File: config.mk
export PLATFORM = sky130hd
export DESIGN_NAME = vbp_regs
export DESIGN_NICKNAME = d
export VERILOG_FILES = /design/src/rtl/vbp_pkg.sv /design/src/rtl/vbp_dec_if.sv /design/src/rtl/vbp_decode.sv /design/src/rtl/vbp_regs.sv
export SDC_FILE = /design/constraint.sdc
export NUM_CORES = 1
export LEC_CHECK = 0
export BUFFER_PORTS_ARGS = -buffer_cell sky130_fd_sc_hd__buf_2
export CAP_MARGIN = 5
export CORE_MARGIN = 1
export CORE_UTILIZATION = 55
export CTS_CLUSTER_DIAMETER = 40
export DETAILED_ROUTE_END_ITERATION = 6
export PLACE_DENSITY = 0.75
export SLEW_MARGIN = 10
export SYNTH_ARGS = -nofsm -noshare
export SYNTH_HDL_FRONTEND = slang
export SYNTH_HIERARCHICAL = 1
export SYNTH_SLANG_ARGS = --single-unit
File: constraint.sdc
create_clock -name core_clk_i -period 8.2 [get_ports core_clk_i]
set_input_delay 1.23 -clock core_clk_i [delete_from_list [all_inputs] [get_ports core_clk_i]]
set_output_delay 1.23 -clock core_clk_i [all_outputs]
set_load 0.02 [all_outputs]
File: src/rtl/vbp_pkg.sv
package vbp_pkg;

  // ----------------------------------------------------------------
  // Access encoding
  // ----------------------------------------------------------------
  localparam logic [1:0] ENC_OP0      = 2'h3;
  localparam logic [2:0] ENC_OP1      = 3'h0;
  localparam logic [3:0] ENC_CRN      = 4'hc;
  localparam logic [3:0] ENC_CRM_AP1  = 4'h9;
  localparam logic [3:0] ENC_CRM_BP0  = 4'h8;
  localparam logic [3:0] ENC_CRM_BP1  = 4'hc;
  localparam logic [2:0] ENC_OP2_BP   = 3'h3;
  localparam logic       ENC_OP2_AP1  = 1'h0;

  // ----------------------------------------------------------------
  // Register layout and reset values
  // ----------------------------------------------------------------
  localparam int          NUM_AP      = 4;
  localparam int          AP_IDX_W    = 2;
  localparam int          BP_W        = 3;
  localparam logic [31:0] AP_RESET    = 32'h0;
  localparam logic [2:0]  BP_MAX      = 3'h7;
  localparam logic [2:0]  BP_ONE      = 3'h1;
  localparam logic [2:0]  BP_ZERO     = 3'h0;
  localparam logic [2:0]  PRI_FULL    = 3'h7;
  localparam logic [2:0]  PRI_SPAN    = 3'h6;
  localparam logic [7:0]  PRIO_ALL    = 8'hff;
  localparam logic [7:0]  PRIO_NONE   = 8'h00;

  typedef enum {
    VBP_SEL_NONE,
    VBP_SEL_AP1,
    VBP_SEL_BP0,
    VBP_SEL_BP1
  } vbp_sel_t;

  typedef enum {
    VBP_RSP_OK,
    VBP_RSP_PHYS,
    VBP_RSP_TRAP_EL1,
    VBP_RSP_TRAP_EL2,
    VBP_RSP_UNMAPPED
  } vbp_rsp_t;

  // Field reports implemented bits minus one; minimum is seven minus bits
  function automatic logic [2:0] vbp_min_bp0(input logic [2:0] pri_field);
    if (pri_field == PRI_FULL) begin
      return BP_ZERO;
    end
    return 3'(PRI_SPAN - pri_field);
  endfunction

  // Preemption mask: priority bits at or above lsb are group bits
  function automatic logic [7:0] vbp_group_mask(input logic [3:0] lsb);
    if (lsb > 4'h7) begin
      return PRIO_NONE;
    end
    return 8'(PRIO_ALL << lsb);
  endfunction

endpackage

File: src/rtl/vbp_dec_if.sv
`timescale 1ns/1ps
interface vbp_dec_if;
  logic [1:0]            op0;
  logic [2:0]            op1;
  logic [3:0]            crn;
  logic [3:0]            crm;
  logic [2:0]            op2;
  logic                  ns_el1;
  logic                  irq_route;
  logic                  fiq_route;
  logic                  sre;
  logic                  tall0;
  logic                  tall1;
  vbp_pkg::vbp_sel_t     sel;
  logic [1:0]            ap_idx;
  logic                  virt;
  logic                  trap_el1;
  logic                  trap_el2;

  modport core (
    output op0, op1, crn, crm, op2, ns_el1, irq_route, fiq_route,
    output sre, tall0, tall1,
    input  sel, ap_idx, virt, trap_el1, trap_el2
  );
  modport dec (
    input  op0, op1, crn, crm, op2, ns_el1, irq_route, fiq_route,
    input  sre, tall0, tall1,
    output sel, ap_idx, virt, trap_el1, trap_el2
  );
endinterface

File: src/rtl/vbp_decode.sv
`timescale 1ns/1ps
module vbp_decode (
  vbp_dec_if.dec d
);

  logic common;
  logic grp0;

  // ----------------------------------------------------------------
  // Encoding match
  // ----------------------------------------------------------------
  always_comb begin
    common   = (d.op0 == vbp_pkg::ENC_OP0) && (d.op1 == vbp_pkg::ENC_OP1) &&
               (d.crn == vbp_pkg::ENC_CRN);
    d.sel    = vbp_pkg::VBP_SEL_NONE;
    d.ap_idx = d.op2[1:0];
    if (common && d.crm == vbp_pkg::ENC_CRM_AP1 &&
        d.op2[2] == vbp_pkg::ENC_OP2_AP1) begin
      d.sel = vbp_pkg::VBP_SEL_AP1;
    end else if (common && d.crm == vbp_pkg::ENC_CRM_BP0 &&
                 d.op2 == vbp_pkg::ENC_OP2_BP) begin
      d.sel = vbp_pkg::VBP_SEL_BP0;
    end else if (common && d.crm == vbp_pkg::ENC_CRM_BP1 &&
                 d.op2 == vbp_pkg::ENC_OP2_BP) begin
      d.sel = vbp_pkg::VBP_SEL_BP1;
    end
  end

  // ----------------------------------------------------------------
  // Routing and traps
  // ----------------------------------------------------------------
  always_comb begin
    grp0 = (d.sel == vbp_pkg::VBP_SEL_BP0);
    // Virtual copies exist only for non-secure EL1
    d.virt = d.ns_el1 && (d.sel != vbp_pkg::VBP_SEL_NONE) &&
             (grp0 ? d.fiq_route : d.irq_route);
    d.trap_el1 = d.virt && !d.sre;
    // EL1 trap takes priority over the hypervisor trap
    d.trap_el2 = d.virt && d.sre &&
                 (grp0 ? d.tall0 : d.tall1);
  end

endmodule

File: src/rtl/vbp_regs.sv
`timescale 1ns/1ps
module vbp_regs (
  // Clock and reset
  input  wire logic        core_clk_i,
  input  wire logic        reset_n_i,
  // System-register access from the core
  input  wire logic        req_valid_i,
  input  wire logic        req_write_i,
  input  wire logic [1:0]  req_op0_i,
  input  wire logic [2:0]  req_op1_i,
  input  wire logic [3:0]  req_crn_i,
  input  wire logic [3:0]  req_crm_i,
  input  wire logic [2:0]  req_op2_i,
  input  wire logic        req_ns_el1_i,
  input  wire logic [31:0] req_wdata_i,
  // Control bits from the rest of the interface
  input  wire logic        virtual_irq_routing_bit_i,
  input  wire logic        virtual_fiq_routing_bit_i,
  input  wire logic        el1_sysreg_enable_bit_i,
  input  wire logic        trap_all_group0_bit_i,
  input  wire logic        trap_all_group1_bit_i,
  input  wire logic        common_binary_point_bit_i,
  input  wire logic [2:0]  priority_bit_count_i,
  // Access answer
  output logic             rsp_valid_o,
  output logic [31:0]      rsp_rdata_o,
  output logic             rsp_phys_o,
  output logic             rsp_trap_el1_o,
  output logic             rsp_trap_el2_o,
  output logic             rsp_unmapped_o,
  // Priority split for the prioritisation logic
  output logic [2:0]       group0_binary_point_o,
  output logic [2:0]       group1_binary_point_o,
  output logic [7:0]       group0_preempt_mask_o,
  output logic [7:0]       group1_preempt_mask_o,
  output logic             group1_any_active_o
);

  typedef struct packed {
    logic [vbp_pkg::NUM_AP-1:0][31:0] ap;
    logic [2:0]                       bp0;
    logic [2:0]                       bp1;
    logic                             rsp_valid;
    logic [31:0]                      rdata;
    logic                             phys;
    logic                             trap_el1;
    logic                             trap_el2;
    logic                             unmapped;
    logic [7:0]                       mask0;
    logic [7:0]                       mask1;
  } vbp_state_t;

  vbp_state_t state;
  vbp_state_t next_state;

  vbp_dec_if dec_bus ();

  logic [2:0] min_bp0;
  logic [2:0] min_bp1;
  logic [2:0] wr_bp;
  logic [2:0] bp1_alias;
  logic [2:0] bp1_eff;
  logic       any_active;

  // ----------------------------------------------------------------
  // Decode
  // ----------------------------------------------------------------
  assign dec_bus.op0       = req_op0_i;
  assign dec_bus.op1       = req_op1_i;
  assign dec_bus.crn       = req_crn_i;
  assign dec_bus.crm       = req_crm_i;
  assign dec_bus.op2       = req_op2_i;
  assign dec_bus.ns_el1    = req_ns_el1_i;
  assign dec_bus.irq_route = virtual_irq_routing_bit_i;
  assign dec_bus.fiq_route = virtual_fiq_routing_bit_i;
  assign dec_bus.sre       = el1_sysreg_enable_bit_i;
  assign dec_bus.tall0     = trap_all_group0_bit_i;
  assign dec_bus.tall1     = trap_all_group1_bit_i;

  vbp_decode u_decode (
    .d (dec_bus)
  );

  // ----------------------------------------------------------------
  // Derived values
  // ----------------------------------------------------------------
  always_comb begin
    min_bp0   = vbp_pkg::vbp_min_bp0(priority_bit_count_i);
    min_bp1   = 3'(min_bp0 + vbp_pkg::BP_ONE);
    wr_bp     = req_wdata_i[vbp_pkg::BP_W-1:0];
    // Saturate so that a group-0 value of seven still reads as seven
    bp1_alias = (state.bp0 == vbp_pkg::BP_MAX) ? vbp_pkg::BP_MAX :
                3'(state.bp0 + vbp_pkg::BP_ONE);
    bp1_eff   = common_binary_point_bit_i ? bp1_alias : state.bp1;
    any_active = |state.ap;
  end

  // ----------------------------------------------------------------
  // Next state
  // ----------------------------------------------------------------
  always_comb begin
    next_state           = state;
    next_state.rsp_valid = req_valid_i;
    next_state.phys      = 1'b0;
    next_state.trap_el1  = 1'b0;
    next_state.trap_el2  = 1'b0;
    next_state.unmapped  = 1'b0;
    // Zero-extended field keeps bits 31..3 reading as zero
    next_state.rdata     = vbp_pkg::AP_RESET;
    next_state.mask0     = vbp_pkg::vbp_group_mask(
                             4'(state.bp0) + 4'h1);
    next_state.mask1     = (bp1_eff == vbp_pkg::BP_ZERO) ?
                           vbp_pkg::PRIO_NONE :
                           vbp_pkg::vbp_group_mask(4'(bp1_eff));

    if (req_valid_i) begin
      if (dec_bus.sel == vbp_pkg::VBP_SEL_NONE) begin
        next_state.unmapped = 1'b1;
      end else if (!dec_bus.virt) begin
        next_state.phys = 1'b1;
      end else if (dec_bus.trap_el1) begin
        next_state.trap_el1 = 1'b1;
      end else if (dec_bus.trap_el2) begin
        next_state.trap_el2 = 1'b1;
      end else if (dec_bus.sel == vbp_pkg::VBP_SEL_AP1) begin
        if (req_write_i) begin
          next_state.ap[dec_bus.ap_idx] = req_wdata_i;
        end else begin
          next_state.rdata = state.ap[dec_bus.ap_idx];
        end
      end else if (dec_bus.sel == vbp_pkg::VBP_SEL_BP0) begin
        if (req_write_i) begin
          next_state.bp0 = (wr_bp < min_bp0) ? min_bp0 : wr_bp;
        end else begin
          next_state.rdata = {29'h0, state.bp0};
        end
      end else begin
        if (req_write_i && !common_binary_point_bit_i) begin
          // Zero is below the reset value, so it also lands here
          next_state.bp1 = (wr_bp < min_bp1) ? min_bp1 : wr_bp;
        end else if (!req_write_i) begin
          next_state.rdata = {29'h0, bp1_eff};
        end
      end
    end

    if (!reset_n_i) begin
      // Reset values follow the priority width seen at reset
      next_state.ap        = '0;
      next_state.bp0       = min_bp0;
      next_state.bp1       = min_bp1;
      next_state.rsp_valid = 1'b0;
      next_state.rdata     = vbp_pkg::AP_RESET;
      next_state.phys      = 1'b0;
      next_state.trap_el1  = 1'b0;
      next_state.trap_el2  = 1'b0;
      next_state.unmapped  = 1'b0;
      next_state.mask0     = vbp_pkg::PRIO_NONE;
      next_state.mask1     = vbp_pkg::PRIO_NONE;
    end
  end

  always_ff @(posedge core_clk_i) begin
    state <= next_state;
  end

  // ----------------------------------------------------------------
  // Outputs
  // ----------------------------------------------------------------
  assign rsp_valid_o           = state.rsp_valid;
  assign rsp_rdata_o           = state.rdata;
  assign rsp_phys_o            = state.phys;
  assign rsp_trap_el1_o        = state.trap_el1;
  assign rsp_trap_el2_o        = state.trap_el2;
  assign rsp_unmapped_o        = state.unmapped;
  assign group0_binary_point_o = state.bp0;
  assign group1_binary_point_o = state.bp1;
  assign group0_preempt_mask_o = state.mask0;
  assign group1_preempt_mask_o = state.mask1;
  assign group1_any_active_o   = any_active;

endmodule

* After elaboration in Yosys (flattened, before gate mapping)
Index checks and enable logic that the tools add are counted.
Operators by class: order comparisons 5, shift operators 2, mux-type cells 49, reductions and logical operators 31, equal/unequal tests 20, add/subtract/negate cells 4, bitwise gates (word level) 7
Operators with widths (count):
- $mux 32 | 9
- $bwmux 128 | 1
- $reduce_or 128->1 | 1
- $bmux 32 s2 | 1
- $demux 32 s2 | 1
- $mux 59 | 1
- $mux 3 | 14
- $mux 36 | 1
- $mux 6 | 6
- $mux 35 | 1
- $eq 32x2->1 const B | 1
- $eq 32x3->1 const B | 1
- $logic_not 32->1 | 1
- $reduce_bool 32->1 | 1
- $mux 8 | 3
- $eq 4x4->1 const B | 4
- $reduce_and 8->1 | 2
- $logic_and 1x1->1 | 15
- $ne 2x1->1 const B | 5
- $ne 2x2->1 const B | 5
- $mux 1 | 9
- $shl 8x3->8 const A | 1
- $shl 8x4->8 const A | 1
- $not 1->1 | 7
- other kinds (20) | 26
Storage, ports and cells: output and inout bits 60, register bits after elaboration 187

* Depth between registers and ports, before layout
depth after elaboration 19, depth in mapped cells 12, mapped depth without buffers 10

* Cells and area by module
Netlist, hierarchy kept.
By module, submodules not included:
- vbp_regs | instances 1, cells an instance 985, sequential area each 3803.6 um^2, area an instance 9152.5 um^2
- vbp_decode | instances 1, cells an instance 50, sequential area each 0.0 um^2, area an instance 367.9 um^2

* Least setup slack after synthesis
OpenSTA, ideal clock, no wires.
path type input port to flip-flop, start point input port req_crn_i[0], end point register state (netlist bit rsp_rdata_o[17]), stages on the path 10, path slack 3.955 ns, data arrival time 4.184 ns, data required time 8.138 ns, buffers on the path 2, cells stage by stage nand4bb_1 -> or4_4 -> or4_1 -> o2111a_2 -> and3_1 -> or4_1 -> or4b_1 -> buf_2 -> buf_6 -> nor2b_2
On the way: cells in the longest elaborated chain, start to end 13
Ends and longest elaborated chain:
- start, declared | line vbp_regs.sv:11 | input wire logic [3:0] req_crn_i,
- $eq 4x4->1 * | line vbp_decode.sv:14 | (d.crn == vbp_pkg::ENC_CRN);
- $logic_and 1x1->1 * | line vbp_decode.sv:13 | common = (d.op0 == vbp_pkg::ENC_OP0) && (d.op1 == vbp_pkg::ENC_OP1) &&
- $logic_and 1x1->1 (2 in series) | line vbp_decode.sv:23 | end else if (common && d.crm == vbp_pkg::ENC_CRM_BP1 &&
- $mux 2 | line vbp_decode.sv:23
- $mux 32 | line vbp_decode.sv:20 | end else if (common && d.crm == vbp_pkg::ENC_CRM_BP0 &&
- $mux 32 * | line vbp_decode.sv:17 | if (common && d.crm == vbp_pkg::ENC_CRM_AP1 &&
- $eq 32x3->1 or $reduce_bool 32->1 (tied branches) | line vbp_decode.sv:33, vbp_decode.sv:35
- $mux 1 or $logic_and 1x1->1 (tied branches) | line vbp_decode.sv:36, vbp_decode.sv:35
- $logic_and 1x1->1 * | line vbp_decode.sv:35 | d.virt = d.ns_el1 && (d.sel != vbp_pkg::VBP_SEL_NONE) &&
- named net dec_bus.virt | line vbp_dec_if.sv:16 | logic virt;
- $logic_and 1x1->1 * (2 in series) | line vbp_decode.sv:39 | d.trap_el2 = d.virt && d.sre &&
- named net dec_bus.trap_el2 | line vbp_dec_if.sv:18 | logic trap_el2;
- $reduce_or 6->1 (no line) *
- end signal, assigned | line vbp_regs.sv:164 | state <= next_state;
- end, declared | line vbp_regs.sv:53 | vbp_state_t state;
Mark *: on every way through the listed nets, which the timed path passes. The rest lies on a longest branch. A chain may end at the register's enable or synchronous reset.

* Worst setup path after layout
start point input port req_op2_i[0], end point register state[138] (netlist bit)
On the way: cells in the longest elaborated chain, start to end 12
Ends and longest elaborated chain:
- start, declared | line vbp_regs.sv:13 | input wire logic [2:0] req_op2_i,
- $eq 3x2->1 * | line vbp_decode.sv:21, vbp_decode.sv:24
- $logic_and 1x1->1 | line vbp_decode.sv:23
- $mux 2 | line vbp_decode.sv:23
- $mux 32 * | line vbp_decode.sv:20
- $mux 32 * | line vbp_decode.sv:17
- $eq 32x3->1 or $reduce_bool 32->1 (tied branches) | line vbp_decode.sv:33, vbp_decode.sv:35
- $mux 1 or $logic_and 1x1->1 (tied branches) | line vbp_decode.sv:36, vbp_decode.sv:35
- $logic_and 1x1->1 | line vbp_decode.sv:35
- $logic_and 1x1->1 | line vbp_decode.sv:39
- $logic_and 1x1->1 * | line vbp_decode.sv:39
- named net dec_bus.trap_el2 | line vbp_dec_if.sv:18
- $not 1->1 (no line) *
- $reduce_and 7->1 (no line) *
Marked as above.

==> results.json <==
{
  "grt-busiest-layer": "met2",
  "post_cts_buffers": 0,
  "vdd_drop_max_uv": 187,
  "dpl.hpwl_um": 14700,
  "fin_crit_ns": 4.67,
  "p_leak_nw": 3.50,
  "cts_max_path_buffers": 2,
  "r2r_setup_slack_ns": 5.96,
  "syn_avg_cell_area_sq_um": 9.20,
  "routedWlPerCell_um": 20.9,
  "grt_pass1_vias": 7835,
  "detail_route.iter0.violations": 1205,
  "ant_nets": 0,
  "dr_total_vias": 8362,
  "die_x_um": 134,
  "path_max_fanout": 37,
  "drive_above_1_share_pct": 20.8,
  "ys_seq_area_share_pct": 40.0,
  "clk_latency_ns": 0.44,
  "gr-usage-met2_pct": 45.1,
  "htree_levels": 4,
  "io-pin-count": 122,
  "cp_data_arrival_time_ns": 5.02,
  "via_per_inst": 6.73,
  "grt_pass1_wl_um": 41800,
  "crit_type": "primary input to flop",
  "yosysTopAreaCellShare_pct": 38.1,
  "post_cts_resized": 0,
  "die_height_um": 134,
  "outcome": "finished, final reports clean",
  "slew_violations": 0,
  "ctsHoldBuffers": 0,
  "wl_um": 26000,
  "core_region_area_sq_um": 16800,
  "ys.flop_type": "dfxtp_1",
  "portBuffers": 121,
  "syn_to_final_growth_pct": 5.80,
  "mostFrequentLayoutCell": "dfxtp_1",
  "async_flop_share_pct": 0,
  "design.die.area_sq_um": 17800,
  "grt_max_degree": 137,
  "min_from": "state[163]",
  "diodes": 0,
  "clock.fmax_ghz": 0.214,
  "crit_start": "req_op2_i[0]",
  "grt_util_met3_pct": 5.59,
  "antenna_found_initial": 0,
  "setup_viol": 0,
  "syn-instance-count": 1035,
  "start_util_pct": 56.8,
  "fin_crit_sh_pct": 57.0,
  "cts_buffers": 17,
  "p_per_area_nw_per_um2": 186,
  "hold_viol_final": 0,
  "crit_path_top_delay_cell": "nor4bb_2",
  "ys_warn_count": 6,
  "worstMarginPinSlew_ns": 0.963,
  "yosysTopAreaCell": "dfxtp_1",
  "cts_root_buf": "clkbuf_16",
  "synth_cell_type_count": 51,
  "synth.area.top_cells": "dfxtp_1 (38%), o31ai_1 (10%), nand4_1 (9.3%), mux4_2 (7.6%), a21oi_1 (7.1%)",
  "maxCapViolCount": 0,
  "finalSetupTns_ns": 0,
  "critPathMaxStageDelay_ns": 0.72,
  "cp.required_ns": 8.55,
  "skew_ns": 0.00772,
  "ys_ff_latch": 187,
  "drc": 0,
  "cp-start-kind": "primary input",
  "final_cell_mix": "dfxtp_1 (181), nand4_1 (142), a21oi_1 (136)",
  "crit_path_end_kind": "flop",
  "first_pass_iters": 6,
  "post-place-cells": 1211,
  "grt_use_met1_pct": 40.8,
  "synth_edf_count": 6,
  "worst_hold_path_type": "flop to flop",
  "grt_overflow": 0,
  "rsz0062_at_grt": "false",
  "track_usage_pct": 29.4,
  "slew-limit-headroom_pct": 35.8,
  "syn-cell-area_sq_um": 9520,
  "finalPower_mw": 1.88,
  "num_rows": 47,
  "crit_chain": "buf_2 -> nand4b_1 -> nor3_1 -> mux2_2 -> and3_1 -> nor4bb_2 -> and4_1 -> buf_4 -> nand4_1 -> a21oi_1",
  "reg2reg_from": "group0_binary_point_o[0]",
  "fin_cells": 1243,
  "fin_nets": 1083,
  "cts_tree": "done",
  "cts_sinks": 187,
  "gp_congestion": 0.810,
  "clk_pin_slew_worst_paths_ns": 0.07,
  "fill_cells": 1467
}
-- path summary, 6_finish.rpt --
path / cells after the start / endpoint
setup / recovery: 10 / state[138]
hold / removal: 2 / state[163]
setup reg to reg: 5 / rsp_rdata_o[1]
hold reg to reg: 2 / state[163]
-- kinds of logic (layout without fill, tap and decap cells) --
group | count (synthesis) | in the layout | synth area share, %
fa+ha+maj | 11 | 11 | 1.45
buf+inv | 220 | 179 | 12.2
xor+xnor | 2 | 2 | 0.184
other cells | 2 | 31 | 0.0789
simple gates | 285 | 285 | 18.7
mux | 36 | 36 | 8.02
compound gates | 292 | 292 | 19.4
flops | 187 | 187 | 40.0
-- stage by stage --
stage               cell area (sq um)  hold WS [ns]  util (%)  worst slack, ns
finish                          10100         0.483      60.1             3.53
CTS                             10100         0.484      60.1             3.31
global placement                 9490         0.463      56.6             3.06
floorplan                        9630         0.453         -             3.95
detailed placement               9490         0.473      56.6             2.90
global route                    10100         0.501      60.1             3.26
-- flip-flops by register name, indices dropped and copies added, names as in the netlist, 3 cells and up --
signal and flops:
rsp_rdata_o 32, state 128, group1_preempt_mask_o 8, group0_preempt_mask_o 8, group1_binary_point_o 3, group0_binary_point_o 3
-- worst max-delay path: cells and delay by family --
family,cells,cell delay (ns)
muxes,1,0.37
AOI/OAI and AO/OA,1,0.18
buffers and inverters,2,1.12
and+or+nand+nor,6,2.09
-- synthesized netlist by cell type, types with 2 or more instances --
| library cell | n |
|---|---|
| a21oi_1 | 136 |
| conb_1 | 2 |
| a2111oi_0 | 2 |
| buf_4 | 86 |
| o2111ai_1 | 2 |
| or4_1 | 2 |
| edfxtp_1 | 6 |
| and3_1 | 3 |
| ha_1 | 11 |
| inv_1 | 15 |
| a21o_1 | 2 |
| buf_1 | 10 |
| o31ai_1 | 130 |
| dfxtp_1 | 181 |
| mux2i_1 | 2 |
| nand4_1 | 142 |
| nand3_1 | 8 |
| nor2b_1 | 25 |
| a31oi_1 | 4 |
| clkbuf_1 | 102 |
| nor4_1 | 42 |
| and2_1 | 3 |
| a22o_1 | 4 |
| nor3_1 | 7 |
| nor2_1 | 12 |
| nor3b_1 | 3 |
| and4_1 | 6 |
| nand3b_1 | 2 |
| mux4_2 | 32 |
| mux2_2 | 2 |
| nand2_1 | 11 |
| nor2b_2 | 10 |
| buf_2 | 5 |
| xnor2_1 | 2 |
| o21ai_0 | 7 |
-- where the power goes --
group	leakage, nW	internal [mW]	switching [mW]	total (mW)
registers	1.52	0.926	0.00557	0.932
clock network	0.288	0.446	0.370	0.816
logic	1.69	0.0447	0.0832	0.128
-- layer usage --
| layer | part of all wire (%) | vias up |
|---|---|---|
| met4 | 2.7 | 0 |
| met3 | 8.3 | 57 |
| met1 | 42 | 4030 |
| met2 | 47 | 439 |
| met5 | 0 | - |
| li1 | - | 3836 |
-- cell type report --
class	count	area, sq um	share of cell area (%)
Timing Repair Buffer	132	688	6.83
Clock buffer	19	464	4.61
Sequential cell	187	3800	37.8
Multi-Input combinational cell	657	4670	46.3
Clock inverter	13	115	1.14
Inverter	15	57.6	0.571
Tap cell	220	275	2.73
(Power assumes the default switching activity.)
